$ cat src/rtl/vfa_map.svh
// Offsets, field positions, reset values and widths of the failing-address capture block.
//=============================================================
// Notes on behaviour
// - Read-only failing address word at offset 0x48.
// - Address valid only after own-master timeout flagged.
// - LWORD bit tracks cycles, locks at timeout.
// - Low LWORD line is stored as one.
`ifndef VFA_MAP_SVH
`define VFA_MAP_SVH

//=============================================================
// Register map
`define VFA_OFFSET_W        8
`define VFA_FAIL_ADDR_OFS   8'h48

//=============================================================
// Field layout of the failing address word
`define VFA_ADDR_MSB        31
`define VFA_ADDR_LSB        1
`define VFA_ADDR_W          31
`define VFA_LWORD_BIT       0

//=============================================================
// Reset values and read answers
`define VFA_ADDR_RESET      31'h0000_0000
`define VFA_LWORD_RESET     1'h0
`define VFA_UNMAPPED_DATA   32'h0000_0000

`endif

$ cat src/rtl/vfa_pkg.sv
// Types shared by the failing-address capture block.
package vfa_pkg;

    //=========================================================
    // Data types
    typedef logic [30:0] vfa_addr_t;   // Address lines A01 to A31.
    typedef logic [31:0] vfa_word_t;   // One register word.
    typedef logic [7:0]  vfa_ofs_t;    // Nodespace register offset.

endpackage

$ cat src/rtl/vfa_pin_filter.sv
// Three-stage pin synchroniser with agreement filter for a group of bus lines.
`timescale 1ns/1ps
module vfa_pin_filter
#(
    parameter int WIDTH = 32
)
(
    // Clock and reset.
    input  wire logic             clk_in,
    input  wire logic             reset_in,
    // Raw pins and accepted level.
    input  wire logic [WIDTH-1:0] pin_in,
    output logic      [WIDTH-1:0] level_out
);

    //=========================================================
    // Per-line synchroniser and filter
    genvar gi;
    generate
        for (gi = 0; gi < WIDTH; gi = gi + 1)
        begin : g_line
            logic s1_reg;   // First stage, read only by the second.
            logic s2_reg;   // Second stage.
            logic s3_reg;   // Third stage.
            logic lv_reg;   // Accepted level.

            // A change counts only when stages two and three agree, which rejects one-cycle glitches.
            always_ff @(posedge clk_in)
            begin
                if (reset_in)
                begin
                    s1_reg <= 1'h0;
                    s2_reg <= 1'h0;
                    s3_reg <= 1'h0;
                    lv_reg <= 1'h0;
                end
                else
                begin
                    s1_reg <= pin_in[gi];
                    s2_reg <= s1_reg;
                    s3_reg <= s2_reg;
                    if (s2_reg == s3_reg)
                    begin
                        lv_reg <= s3_reg;
                    end
                end
            end

            assign level_out[gi] = lv_reg;
        end
    endgenerate

endmodule

$ cat src/rtl/vfa_capture.sv
// Failing VMEbus address capture register with timeout freeze and nodespace read port.
`timescale 1ns/1ps
`include "vfa_map.svh"
module vfa_capture
import vfa_pkg::*;
(
    // Clock and reset.
    input  wire logic        clk_in,
    input  wire logic        reset_in,
    // VMEbus pins, asynchronous to the adapter clock.
    input  wire logic [30:0] vme_addr_in,
    input  wire logic        vme_lword_n_in,
    // Timeout and error status from adapter logic on the same clock.
    input  wire logic        timeout_in,
    input  wire logic        timeout_flag_in,
    input  wire logic        vme_master_in,
    // Nodespace read port.
    input  wire logic        rd_en_in,
    input  wire logic [7:0]  rd_offset_in,
    output logic      [31:0] rd_data_out,
    output logic             rd_ack_out,
    // Capture status.
    output logic             frozen_out,
    output logic             capture_valid_out
);

    //=========================================================
    // Pin synchronisation
    logic [31:0] pins_raw;      // Address lines with LWORD* in bit 0, one meaning asserted.
    logic [31:0] pins_level;    // Filtered pin levels.
    vfa_addr_t   addr_level;    // Filtered address lines.
    logic        lword_level;   // Filtered LWORD*, one means asserted.

    // LWORD* is turned round before the filter. The filter clears to zero, and zero must mean the
    // idle, deasserted line, or the first cycles after a reset would show a false LWORD.
    assign pins_raw    = {vme_addr_in, ~vme_lword_n_in};
    assign addr_level  = pins_level[`VFA_ADDR_MSB:`VFA_ADDR_LSB];
    assign lword_level = pins_level[`VFA_LWORD_BIT];

    // One filter for all lines keeps the address and LWORD* at equal latency.
    vfa_pin_filter #(
        .WIDTH     (32)
    ) u_pins (
        .clk_in    (clk_in),
        .reset_in  (reset_in),
        .pin_in    (pins_raw),
        .level_out (pins_level)
    );

    //=========================================================
    // State registers
    vfa_addr_t addr_reg;        // Captured address lines.
    logic      lword_reg;       // Captured LWORD*, one means asserted.
    logic      frozen_reg;      // Snapshot locked by a timeout.
    logic      frozen_next;     // Next lock state.
    logic      master_reg;      // Adapter was master at the locking timeout.
    logic      master_next;     // Next master record.
    logic      flag_reg;        // Timeout flag seen last cycle.
    logic      flag_fall;       // Software has just cleared the timeout flag.
    logic      valid_reg;       // Captured address is meaningful.
    logic      valid_next;      // Next validity.
    logic      take_timeout;    // A timeout locks the snapshot this edge.
    logic      track;           // Snapshot follows the bus this edge.

    //=========================================================
    // Freeze control
    // The flag falls only through a software clear, so its falling edge is the release point.
    assign flag_fall    = flag_reg & ~timeout_flag_in;
    // A timeout while already locked is ignored, so the first failure stays on view.
    assign take_timeout = timeout_in & ~frozen_reg;
    // The edge of the timeout still loads, so the value present at the timeout is kept.
    assign track        = ~frozen_reg;
    // A timeout in the very cycle of the clear wins and locks again.
    assign frozen_next  = timeout_in | (frozen_reg & ~flag_fall);
    assign master_next  = take_timeout ? vme_master_in : (master_reg & frozen_next);
    // Valid needs the lock, own mastership and the flag still set.
    assign valid_next   = frozen_next & master_next & timeout_flag_in;

    // Lock state, master record and validity.
    always_ff @(posedge clk_in)
    begin
        if (reset_in)
        begin
            frozen_reg <= 1'h0;
            master_reg <= 1'h0;
            flag_reg   <= 1'h0;
            valid_reg  <= 1'h0;
        end
        else
        begin
            frozen_reg <= frozen_next;
            master_reg <= master_next;
            flag_reg   <= timeout_flag_in;
            valid_reg  <= valid_next;
        end
    end

    //=========================================================
    // Snapshot
    // The address has no defined reset value; clearing it anyway costs nothing and aids debug.
    always_ff @(posedge clk_in)
    begin
        if (reset_in)
        begin
            addr_reg  <= `VFA_ADDR_RESET;
            lword_reg <= `VFA_LWORD_RESET;
        end
        else if (track)
        begin
            addr_reg  <= addr_level;
            lword_reg <= lword_level;
        end
    end

    //=========================================================
    // Nodespace read port
    logic      rd_hit;        // Read addresses the failing address word.
    vfa_word_t rd_word;       // Word answered to this read.
    vfa_word_t rd_data_reg;   // Registered read data.
    logic      rd_ack_reg;    // Registered read acknowledge.

    assign rd_hit  = rd_offset_in == `VFA_FAIL_ADDR_OFS;
    // Unmapped offsets answer with zero so a stray read is still acknowledged.
    assign rd_word = rd_hit ? {addr_reg, lword_reg} : `VFA_UNMAPPED_DATA;

    // One-cycle read answer; data holds until the next read.
    always_ff @(posedge clk_in)
    begin
        if (reset_in)
        begin
            rd_data_reg <= `VFA_UNMAPPED_DATA;
            rd_ack_reg  <= 1'h0;
        end
        else
        begin
            rd_ack_reg <= rd_en_in;
            if (rd_en_in)
            begin
                rd_data_reg <= rd_word;
            end
        end
    end

    //=========================================================
    // Outputs
    assign rd_data_out       = rd_data_reg;
    assign rd_ack_out        = rd_ack_reg;
    assign frozen_out        = frozen_reg;
    assign capture_valid_out = valid_reg;
endmodule

$ cat config.mk
export PLATFORM = sky130hd
export DESIGN_NAME = vfa_capture
export DESIGN_NICKNAME = d
export VERILOG_FILES = /design/src/rtl/vfa_pkg.sv /design/src/rtl/vfa_pin_filter.sv /design/src/rtl/vfa_capture.sv
export VERILOG_INCLUDE_DIRS = /design/src /design/src/rtl
export SDC_FILE = /design/constraint.sdc
export NUM_CORES = 1
export LEC_CHECK = 0
export BUFFER_PORTS_ARGS = -buffer_cell sky130_fd_sc_hd__buf_2
export CAP_MARGIN = 20
export CORE_MARGIN = 5
export CORE_UTILIZATION = 60
export CTS_BUF_LIST = sky130_fd_sc_hd__clkbuf_8 sky130_fd_sc_hd__clkbuf_16
export DETAILED_ROUTE_END_ITERATION = 12
export PLACE_DENSITY_LB_ADDON = 0.2
export SLEW_MARGIN = 20
export SYNTH_ARGS = -nofsm -noshare
export SYNTH_HDL_FRONTEND = slang
export SYNTH_SLANG_ARGS = --single-unit
$ cat constraint.sdc
create_clock -name clk_in -period 3.1 [get_ports clk_in]
set_input_delay 0.465 -clock clk_in [delete_from_list [all_inputs] [get_ports clk_in]]
set_output_delay 0.465 -clock clk_in [all_outputs]
set_load 0.02 [all_outputs]
* Word-level counts from Yosys, hierarchy flattened
Cells that the tools add are included.
** Operators by class
- Eq/ne operators :: 33
- Muxes and demuxes :: 2
- Bitwise operators :: 11
** Operators by type and width (number)
- equality test 1 bit :: 32
- two-way mux 32 bit :: 1
- equality test 8 x 7 -> 1 bit, second input constant :: 1
- AND 1 bit :: 6
- NOT 1 bit :: 4
- two-way mux 1 bit :: 1
- OR 1 bit :: 1
** Word-level totals
- Register bits :: 197
- Input port bits :: 46
- Output and inout port bits :: 35
- Word-level logic and storage cells :: 182

* Depth between registers and ports, before layout
Gate-level depths: netlist (run 1).
- Word-level depth :: 9
- Mapped depth :: 5
- Depth with buffers taken out :: 3

* Modules after synthesis
Synthesis (run 1) repeated with hierarchy kept, for this count alone.
** Second synthesis, totals
- Cell total of the unflattened synthesis :: 632
- Area total of the unflattened synthesis :: 6628.9 µm²
** By module, submodules not included
- vfa_pin_filter :: times used 1, cells each 366, area each 3935.0 µm², sequential area each 2562.5 µm²
- vfa_capture :: times used 1, cells each 266, area each 2693.8 µm², sequential area each 1381.3 µm²

* Worst setup path after synthesis (run 1)
No wires, ideal clock.
- Path type :: in2reg
- Start point :: input port rd_offset_in[5]
- End point :: register rd_data_reg[0] (netlist: rd_data_out[0])
- Setup time :: 0.084 ns
- Arrival time :: 1.332 ns
- Data required time :: 3.016 ns
- Setup slack :: 1.683 ns
- Cell stages on the path :: 4
- Buffers on the path :: 1
- Cells stage by stage :: nor4b_4 nand2_4 buf_6 o31ai_2
** Between the ends
- Cells in the longest elaborated chain, start to end :: 2
** RTL lines
- start: declaration :: line vfa_capture.sv:19 : input wire logic [7:0] rd_offset_in,
- equality test 8 x 7 -> 1 bit (no source line)
- two-way mux 32 bit (no source line)
- end signal: assignment :: line vfa_capture.sv:131 : rd_data_reg <= `VFA_UNMAPPED_DATA;
- end signal: assignment :: line vfa_capture.sv:139 : rd_data_reg <= rd_word;
- end: declaration :: line vfa_capture.sv:119 : vfa_word_t rd_data_reg;
No other way between the ends.
A chain may end at the register's enable or synchronous reset.

* Final worst setup path (run 1)
- Start point :: register frozen_reg (netlist: frozen_out)
- End point :: output port frozen_out
** RTL lines
- start: declaration :: line vfa_capture.sv:54 : logic frozen_reg;
- start signal: assignment :: line vfa_capture.sv:91 : frozen_reg <= frozen_next;
- end: declaration :: line vfa_capture.sv:23 : output logic frozen_out,
No word-level cell between the ends.

==> results of run 1 <==
[cells by family (layout without fill, tap and decap cells)]
| family | after synthesis | after routing | synth area share |
|---|---|---|---|
| compound gates | 101 | 101 | 0.0952 |
| mux | 32 | 32 | 0.0503 |
| buf+inv | 38 | 118 | 0.0260 |
| flops | 197 | 197 | 0.620 |
| simple gates | 232 | 232 | 0.209 |
[cell usage in the layout, fill, tap and decap left out, drive strengths merged, types with 19 or more instances in the layout]
cell and instances:
clkbuf 19, nand2 52, a21oi 48, nor2b 97
buf 86, o31ai 19, o21ai 33, mux2i 32
or3b 19, dfxtp 197, nor2 34
[synthesized netlist by cell type (9+ instances only)]
master                     instances  area share
sky130_fd_sc_hd__nand2b_1         14       0.014
sky130_fd_sc_hd__o31ai_2          10       0.020
sky130_fd_sc_hd__nand4_1          13       0.013
sky130_fd_sc_hd__dfxtp_1         197        0.62
sky130_fd_sc_hd__o21ai_0          33       0.026
sky130_fd_sc_hd__mux2i_1          32       0.050
sky130_fd_sc_hd__nor2_1           34       0.020
sky130_fd_sc_hd__nand2_1          51       0.030
sky130_fd_sc_hd__nor2b_1          97       0.095
sky130_fd_sc_hd__o31ai_1           9       0.011
sky130_fd_sc_hd__a21oi_1          48       0.038
sky130_fd_sc_hd__clkbuf_1         20       0.012
sky130_fd_sc_hd__or3b_2           18       0.025
sky130_fd_sc_hd__buf_2            12      0.0094
[metrics by stage]
step	cell area, um^2	utilization
2_1_floorplan	6360	-
3_3_place_gp	6830	0.662
3_5_place_dp	6830	0.662
4_1_cts	7400	0.717
5_1_grt	7400	0.717
6_report	7400	0.717
[final timing paths]
path | startpoint | end | slack (ns) | cells past startpoint
max | frozen_out$_SDFF_PP0_ | frozen_out | 1.02 | 1
min | vme_lword_n_in | u_pins.g_line[0].s1_reg$_SDFF_PP0_ | 0.09 | 2
max reg2reg | frozen_out$_SDFF_PP0_ | addr_reg[3]$_SDFFE_PP0N_ | 1.48 | 3
min reg2reg | u_pins.g_line[23].s1_reg$_SDFF_PP0_ | u_pins.g_line[23].s2_reg$_SDFF_PP0_ | 0.44 | 1
[power groups by stage]
| stage | Combinational [uW] | Sequential (uW) | Clock, uW |
|---|---|---|---|
| floorplan | 118 | 2660 | 0 |
| global placement | 158 | 2670 | 0 |
| detailed placement | 162 | 2670 | 0 |
| CTS | 163 | 2620 | 2090 |
| global route | 179 | 2620 | 2200 |
| finish | 161 | 2620 | 2050 |
[area by class of cell]
cell class | instances | area, um^2 | share of cell area
sequential | 197 | 3950 | 0.533
multi-input combinational | 365 | 2250 | 0.305
timing repair buffer | 86 | 464 | 0.0628
clock buffer | 19 | 442 | 0.0597
tap | 136 | 170 | 0.0230
clock inverter | 13 | 123 | 0.0166
[metal layers]
layer,up-vias,GRT usage
met5,-,0
met4,0,0.0609
met3,11,0.0647
met2,91,0.295
met1,1917,0.220
li1,2140,-
==> summary by stage, run 1 <==
Pwr
The total power consumption of the routed design is 4830 uW. The static leakage is 0.00289 uW. The share of total power dissipated in combinational logic is 0.033.

The internal power is 3780 uW. In this run the power density over the cells is 653 nW/um^2. Across the VDD grid, the largest voltage drop is 452 uV.

The proportion of total power due to net switching is 0.217. For this design the total switching power over the nets is 1050 uW. The fraction of power consumed by the clock network is 0.425. The sequential share of power is 0.542.

Clock tree
The number of hold buffers added after cts is 0. The count of cells resized by post-cts repair is 0. The sink count of the clock tree is 197. The number of setup buffers added after CTS is 0. The clock tree synthesis step divided the H-tree into 4 levels. The tree is rooted in a sky130_fd_sc_hd__clkbuf_8.

The CTS tree is done. The number of clock buffers added by TritonCTS is 17. After clock tree synthesis, the clock-pin slew on the worst setup and hold paths is 0.07 ns. The latest clock arrival within the worst-skew pair is 0.53 ns. The buffer depth of the longest clock path is 2.

Final layout
The non-filler instance count after layout is 816. The filler cells instantiated in the layout total 762. The area growth from synthesis to final layout is 16.3%. The net total in the final layout is 713. The repair_antennas step left the layout with diodes totalling 0. The share of layout cells above drive strength 1 is 0.219.

Global route
The number of antenna violations at the first check in global routing is 0. Global routing finished with a remaining overflow of 0. Entering global routing, the biggest net connects 71 pins. The via count of the first global-routing pass was 3,989. For this run, the total global-route usage over all layers was measured as 0.180. The first global-routing pass estimated 18.5 mm of wire.

Timing
The max-slew violation count was 0. Setup total negative slack on the finished layout was measured at 0 ns. The post-route worst setup slack is 1.02 ns. The remaining max-slew budget at the tightest pin is 0.383. Counting I/O delays and the setup requirement, the final critical path takes 2.08 ns. Dividing the final minimum period by the clock period gives 0.670. Timing would allow up to 0.482 GHz. The number of hold-slack violations in the final timing report is 0. The measured slew at the worst slew-check pin is 0.925 ns.

Setup repair after global routing left no endpoint under its margin. Setup violations remaining at the end of the flow were counted as 0. The final setup skew is 0.00652 ns.

Hold timing on the final database bottoms out at a slack of 0.0867 ns.

Yosys
For this run, the register share of the synthesized area comes to 0.620. The synthesized netlist cell count is 600. Summing every instance area after synthesis gives 6360 um^2. In the synthesized netlist the async set-or-reset flop fraction comes to 0.

Yosys printed 0 warnings. The number of enable-type register cells in the synthesized netlist is 0. Each instance of the synthesized netlist takes up on average 10.6 um^2. The number of synthesized register bits is 197.

Synthesis instantiated 21 different standard cells from the library. The prevailing post-synth register cell is sky130_fd_sc_hd__dfxtp_1. Synthesis produced a netlist with a net count of 646.

Worst setup path
Data on the critical path is required at its endpoint by 2.63 ns. The delay of the slowest cell on the worst path is 0.80 ns. The endpoint kind of the worst setup timing path is an output pin. The data arrival time of the critical path is 1.61 ns.

The cell with the biggest individual delay on the critical path is sky130_fd_sc_hd__dfxtp_2. STA classifies the critical path startpoint as a flop. The top cell family by delay on the critical path is flip-flops. The critical path is of the reg -> out type. The largest fanout of any net on the critical path is 24. The critical path goes through buf_2. The number of buffers and inverters on the critical path is 1.

Floorplan
The total I/O pin count is 81. The number of rows in the core area is 37. The standard cell core area is 10,300 um^2. The overall die area is 12,800 um^2. The die outline width is 113 um.

The floorplan step set the die height to 113 um. The initial utilization of the core area, before any placement, comes to 0.616.

Drt
The iteration count of the initial detailed-routing pass is 5. Wires add up to 11.1 mm. The number of routed nets with antenna violations is 0. Wire segments on met3 add up to 623 um in the final route.

The post-route met1 wirelength is 5.04 mm. The initial detailed-routing violation count is 225. The number of design rule violations left after detail routing is 0.

Dividing the detail-routed wire length by the instance count gives 13.6 um. The routed length on met2 is 5.29 mm. The detailed-route vias per instance is 5.10.

In this run the top signal layer used is met4. Summing over every cut layer, the via total after detailed routing is 4,159.

Placed design
Routability-driven placement finished with a final weighted congestion of 0.725. The port buffer count is 80. The pre-CTS setup slack is 1.02 ns. Counting tap cells, the placed design contains a total of 784 instances. After legalization and detailed placement, the total HPWL measured 7.10 mm.

Flow run
The tool flagged a number of max-cap violations equal to 0.

Run status
The flow ran to the end, and the final reports show no timing, DRC or antenna violations.

Worst hold path
The min-delay analysis places its worst path in the category in -> reg.
Note: power is estimated with default switching activity, not from simulation.
==> run 2, diff against run 1 <==
Settings changed: ABC_AREA set to 1, CORE_UTILIZATION 60 to 56.
Clock period 3.1 ns to 2.1 ns, I/O delays scaled along.
==> summary by stage, run 2 <==
Timing
Counting I/O delays and the setup requirement, the final critical path takes 1.50 ns. The measured slew at the worst slew-check pin came to 0.584 ns (-0.341 ns). The final setup skew is 0.00576 ns (-0.000762 ns).

Setup repair after global routing left no endpoint under its margin. In the finished design, the share of the clock period the worst path needs comes to 0.716. The number of hold-slack violations in the final timing report is 0 (unchanged).

The remaining max-slew budget at the tightest pin is 0.610 (+0.227). The total negative setup slack is 0 ns (unchanged). The post-route worst setup slack is 0.596 ns (-0.428 ns).

The maximum clock frequency is 0.665 GHz. The setup violation total in the final timing report is 0 (unchanged). The max-slew violation count is 0 (unchanged).

Clock tree
The number of hold buffers added after cts came to 0 (unchanged). The CTS tree is done. The sink count of the clock tree is 197 (unchanged). The number of clock buffers inserted by TritonCTS was 17 (unchanged). The count of cells resized by post-cts repair came to 0 (unchanged). The buffer depth of the longest clock path is 2 (unchanged). The latest clock arrival within the worst-skew pair is 0.42 ns (-0.11 ns). The number of setup buffers added after CTS is 0 (unchanged). The CTS H-tree depth is 4 (unchanged). The clock transition time at the flip-flop clock pins of the worst setup and hold paths was 0.06 ns (about the same). The root buffer cell is sky130_fd_sc_hd__clkbuf_16.

Floorplan
The die outline width is 116 um (+3.0%). The number of rows in the core area is 38 (+2.7%). The overall die area is 13,500 um^2 (+6.1%). The standard cell core area came to 11,000 um^2 (+6.4%). The total I/O pin count is 81 (unchanged). The y dimension of the die is 116 um (+3.0%). The starting utilization of the core area came to 0.577 (-0.0393).

Global route
The wire length of the first global-routing pass is 19.4 mm (+5.0%). The number of antenna violations at the first check in global routing is 0 (unchanged). The pin count of the biggest net entering global routing is 70 (-1.4%). The via count of the first global-routing pass came to 4,354 (+9.2%). The leftover overflow at the end of global routing is 0 (unchanged).

The global-route usage over all layers was 0.182 (+0.00243).

Yosys
The mean instance size in the synthesized netlist is 8.69 um^2 (-18%). The commonest cells after synthesis are 197 x sky130_fd_sc_hd__dfxtp_1, 148 x sky130_fd_sc_hd__nor2_1, 120 x sky130_fd_sc_hd__inv_1. The leading cell type by number of instances after synthesis is sky130_fd_sc_hd__dfxtp_1. The synthesized netlist cell count is 729 (+22%). The number of enable-type register cells in the synthesized netlist is 0 (unchanged). The number of synthesized register bits is 197 (unchanged).

Among all flip-flop cells after synthesis, the most frequent one is sky130_fd_sc_hd__dfxtp_1. The biggest area contributor in the post-synthesis netlist is sky130_fd_sc_hd__dfxtp_1. The fraction of registers with async set/reset is 0 (unchanged). The net count of the mapped netlist is 775 (+20%).

Yosys attributes the largest share of cell area to sky130_fd_sc_hd__dfxtp_1 62%, sky130_fd_sc_hd__nor2_1 8.8%, sky130_fd_sc_hd__inv_1 7.1%, sky130_fd_sc_hd__a21oi_1 6.5%, sky130_fd_sc_hd__o21ai_0 5.5%. The combined area of all synthesized cells came to 6340 um^2 (-0.39%). The number of warnings printed during yosys synthesis was 0 (unchanged). The count of cell types in the netlist was 18 (-14%).

The area share of the largest cell type after synthesis was 0.622 (+0.00245). The sequential fraction of the synthesis area is 0.622 (+0.00245).

Placed design
The placer's final routability congestion estimate is 0.762 (+5.0%). The detailed-placement wirelength estimate is 7.36 mm (+3.6%). The port buffer count is 80 (unchanged). The pre-CTS setup slack is 0.773 ns (-0.244 ns).

Drt
The initial detailed-routing violation count was 372 (+65%). The number of design rule violations left after detail routing came to 0 (unchanged). The total vias in the final route came to 4,673 (+12%). The average routed wire per standard cell was 12.3 um (-9.6%).

The number of routed nets with antenna violations is 0 (unchanged). The wire length after detailed routing is 11.7 mm (+5.2%). The detailed-route vias per instance is 4.92 (-3.4%). The iteration count of the initial detailed-routing pass is 4 (-1).

Pwr
The power per standard cell area came to 1040 nW/um^2 (+59%). The worst-case vdd ir drop is 1060 uV (+130%). The static leakage is 0.00320 uW (+11%).

Flow run
The count of max-cap constraint violations is 0 (unchanged).

Final layout
The total inserted antenna cells came to 0 (unchanged). The library cell used most frequently in the layout, excluding fill and tap cells, is sky130_fd_sc_hd__dfxtp_1. The area growth from synthesis to final layout is 16.7%. The net total in the final layout is 842 (+18%). The share of layout cells above drive strength 1 is 0.150 (-0.0696). In the layout the commonest cells are 197 x sky130_fd_sc_hd__dfxtp_1, 148 x sky130_fd_sc_hd__nor2_1, 123 x sky130_fd_sc_hd__inv_1.

Worst setup path
The flop-to-flop setup slack is 0.89 ns (-0.59 ns). The required time of the critical path is 1.78 ns (-0.85 ns). In this run the critical register-to-register path is launched from frozen_out$_SDFF_PP0_. The worst setup path is launched from a flop. The endpoint kind of the worst setup timing path is an output pin. The data arrival time of the critical path was 1.19 ns (-0.42 ns). The most critical setup path has its startpoint at frozen_out$_SDFF_PP0_.

The kind of critical path is reg -> out. The largest fanout of any net on the critical path came to 18 (-25%).

Run status
The run finished with clean final reports.

Worst hold path
In this run the most critical hold path is launched from vme_lword_n_in. In this run the worst hold path is classified as in -> reg.
==> run 2: worst paths after layout <==
| check | depth (start not counted) | end |
|---|---|---|
| setup / recovery | 2 | frozen_out |
| hold / removal | 2 | u_pins.g_line[0].s1_reg$_SDFF_PP0_ |
| setup reg to reg | 4 | master_reg$_SDFF_PP0_ |
| hold reg to reg | 2 | u_pins.g_line[15].s2_reg$_SDFF_PP0_ |
==> run 2: cells by family (layout without fill, tap and decap cells) <==
kind of cell	after synthesis	in the layout	synth area share
buffers and inverters	162	242	0.109
AND/OR/NAND/NOR	191	191	0.121
AO/OA/AOI/OAI	179	179	0.148
flip-flops	197	197	0.622
==> run 2: layout make-up <==
class | instances | area (um^2)
Clock buffer | 19 | 453
Tap cell | 140 | 175
Timing Repair Buffer | 88 | 500
Clock inverter | 13 | 164
Multi-Input combinational cell | 370 | 1700
Sequential cell | 197 | 3940
Inverter | 122 | 458
Fill cell | 906 | 3580
==> run 2: worst max-delay path, cell delays in order, from the launching register on <==
cell and delay [ns]:
sky130_fd_sc_hd__dfxtp_1 0.34, sky130_fd_sc_hd__buf_4 0.23, sky130_fd_sc_hd__buf_2 0.20
==> run 2: power breakdown <==
group | internal [uW] | total [uW] | switching [uW]
Clock | 2030 | 3320 | 1280
Sequential | 3880 | 3940 | 65.4
Combinational | 146 | 405 | 259
==> run 2: routing by layer <==
| metal | wire (um) | vias to the layer above | track usage |
|---|---|---|---|
| li1 | - | 2420 | - |
| met1 | 5200 | 2151 | 0.223 |
| met2 | 5600 | 91 | 0.302 |
| met3 | 713 | 11 | 0.0679 |
| met4 | 132 | 0 | 0.0534 |
| met5 | 0 | - | 0 |
==> run 2: stage by stage <==
stage               area, um^2  utilization  hold WS [ns]  power, uW  cells
detailed placement        6780        0.617         0.393       4430    917
floorplan                 6340            -         0.387       4290    729
CTS                       7400        0.674        0.0326       7730    949
global placement          6780        0.617         0.389       4420    917
global route              7400        0.674        0.0278       8010    949
finish                    7400        0.674        0.0518       7670    949
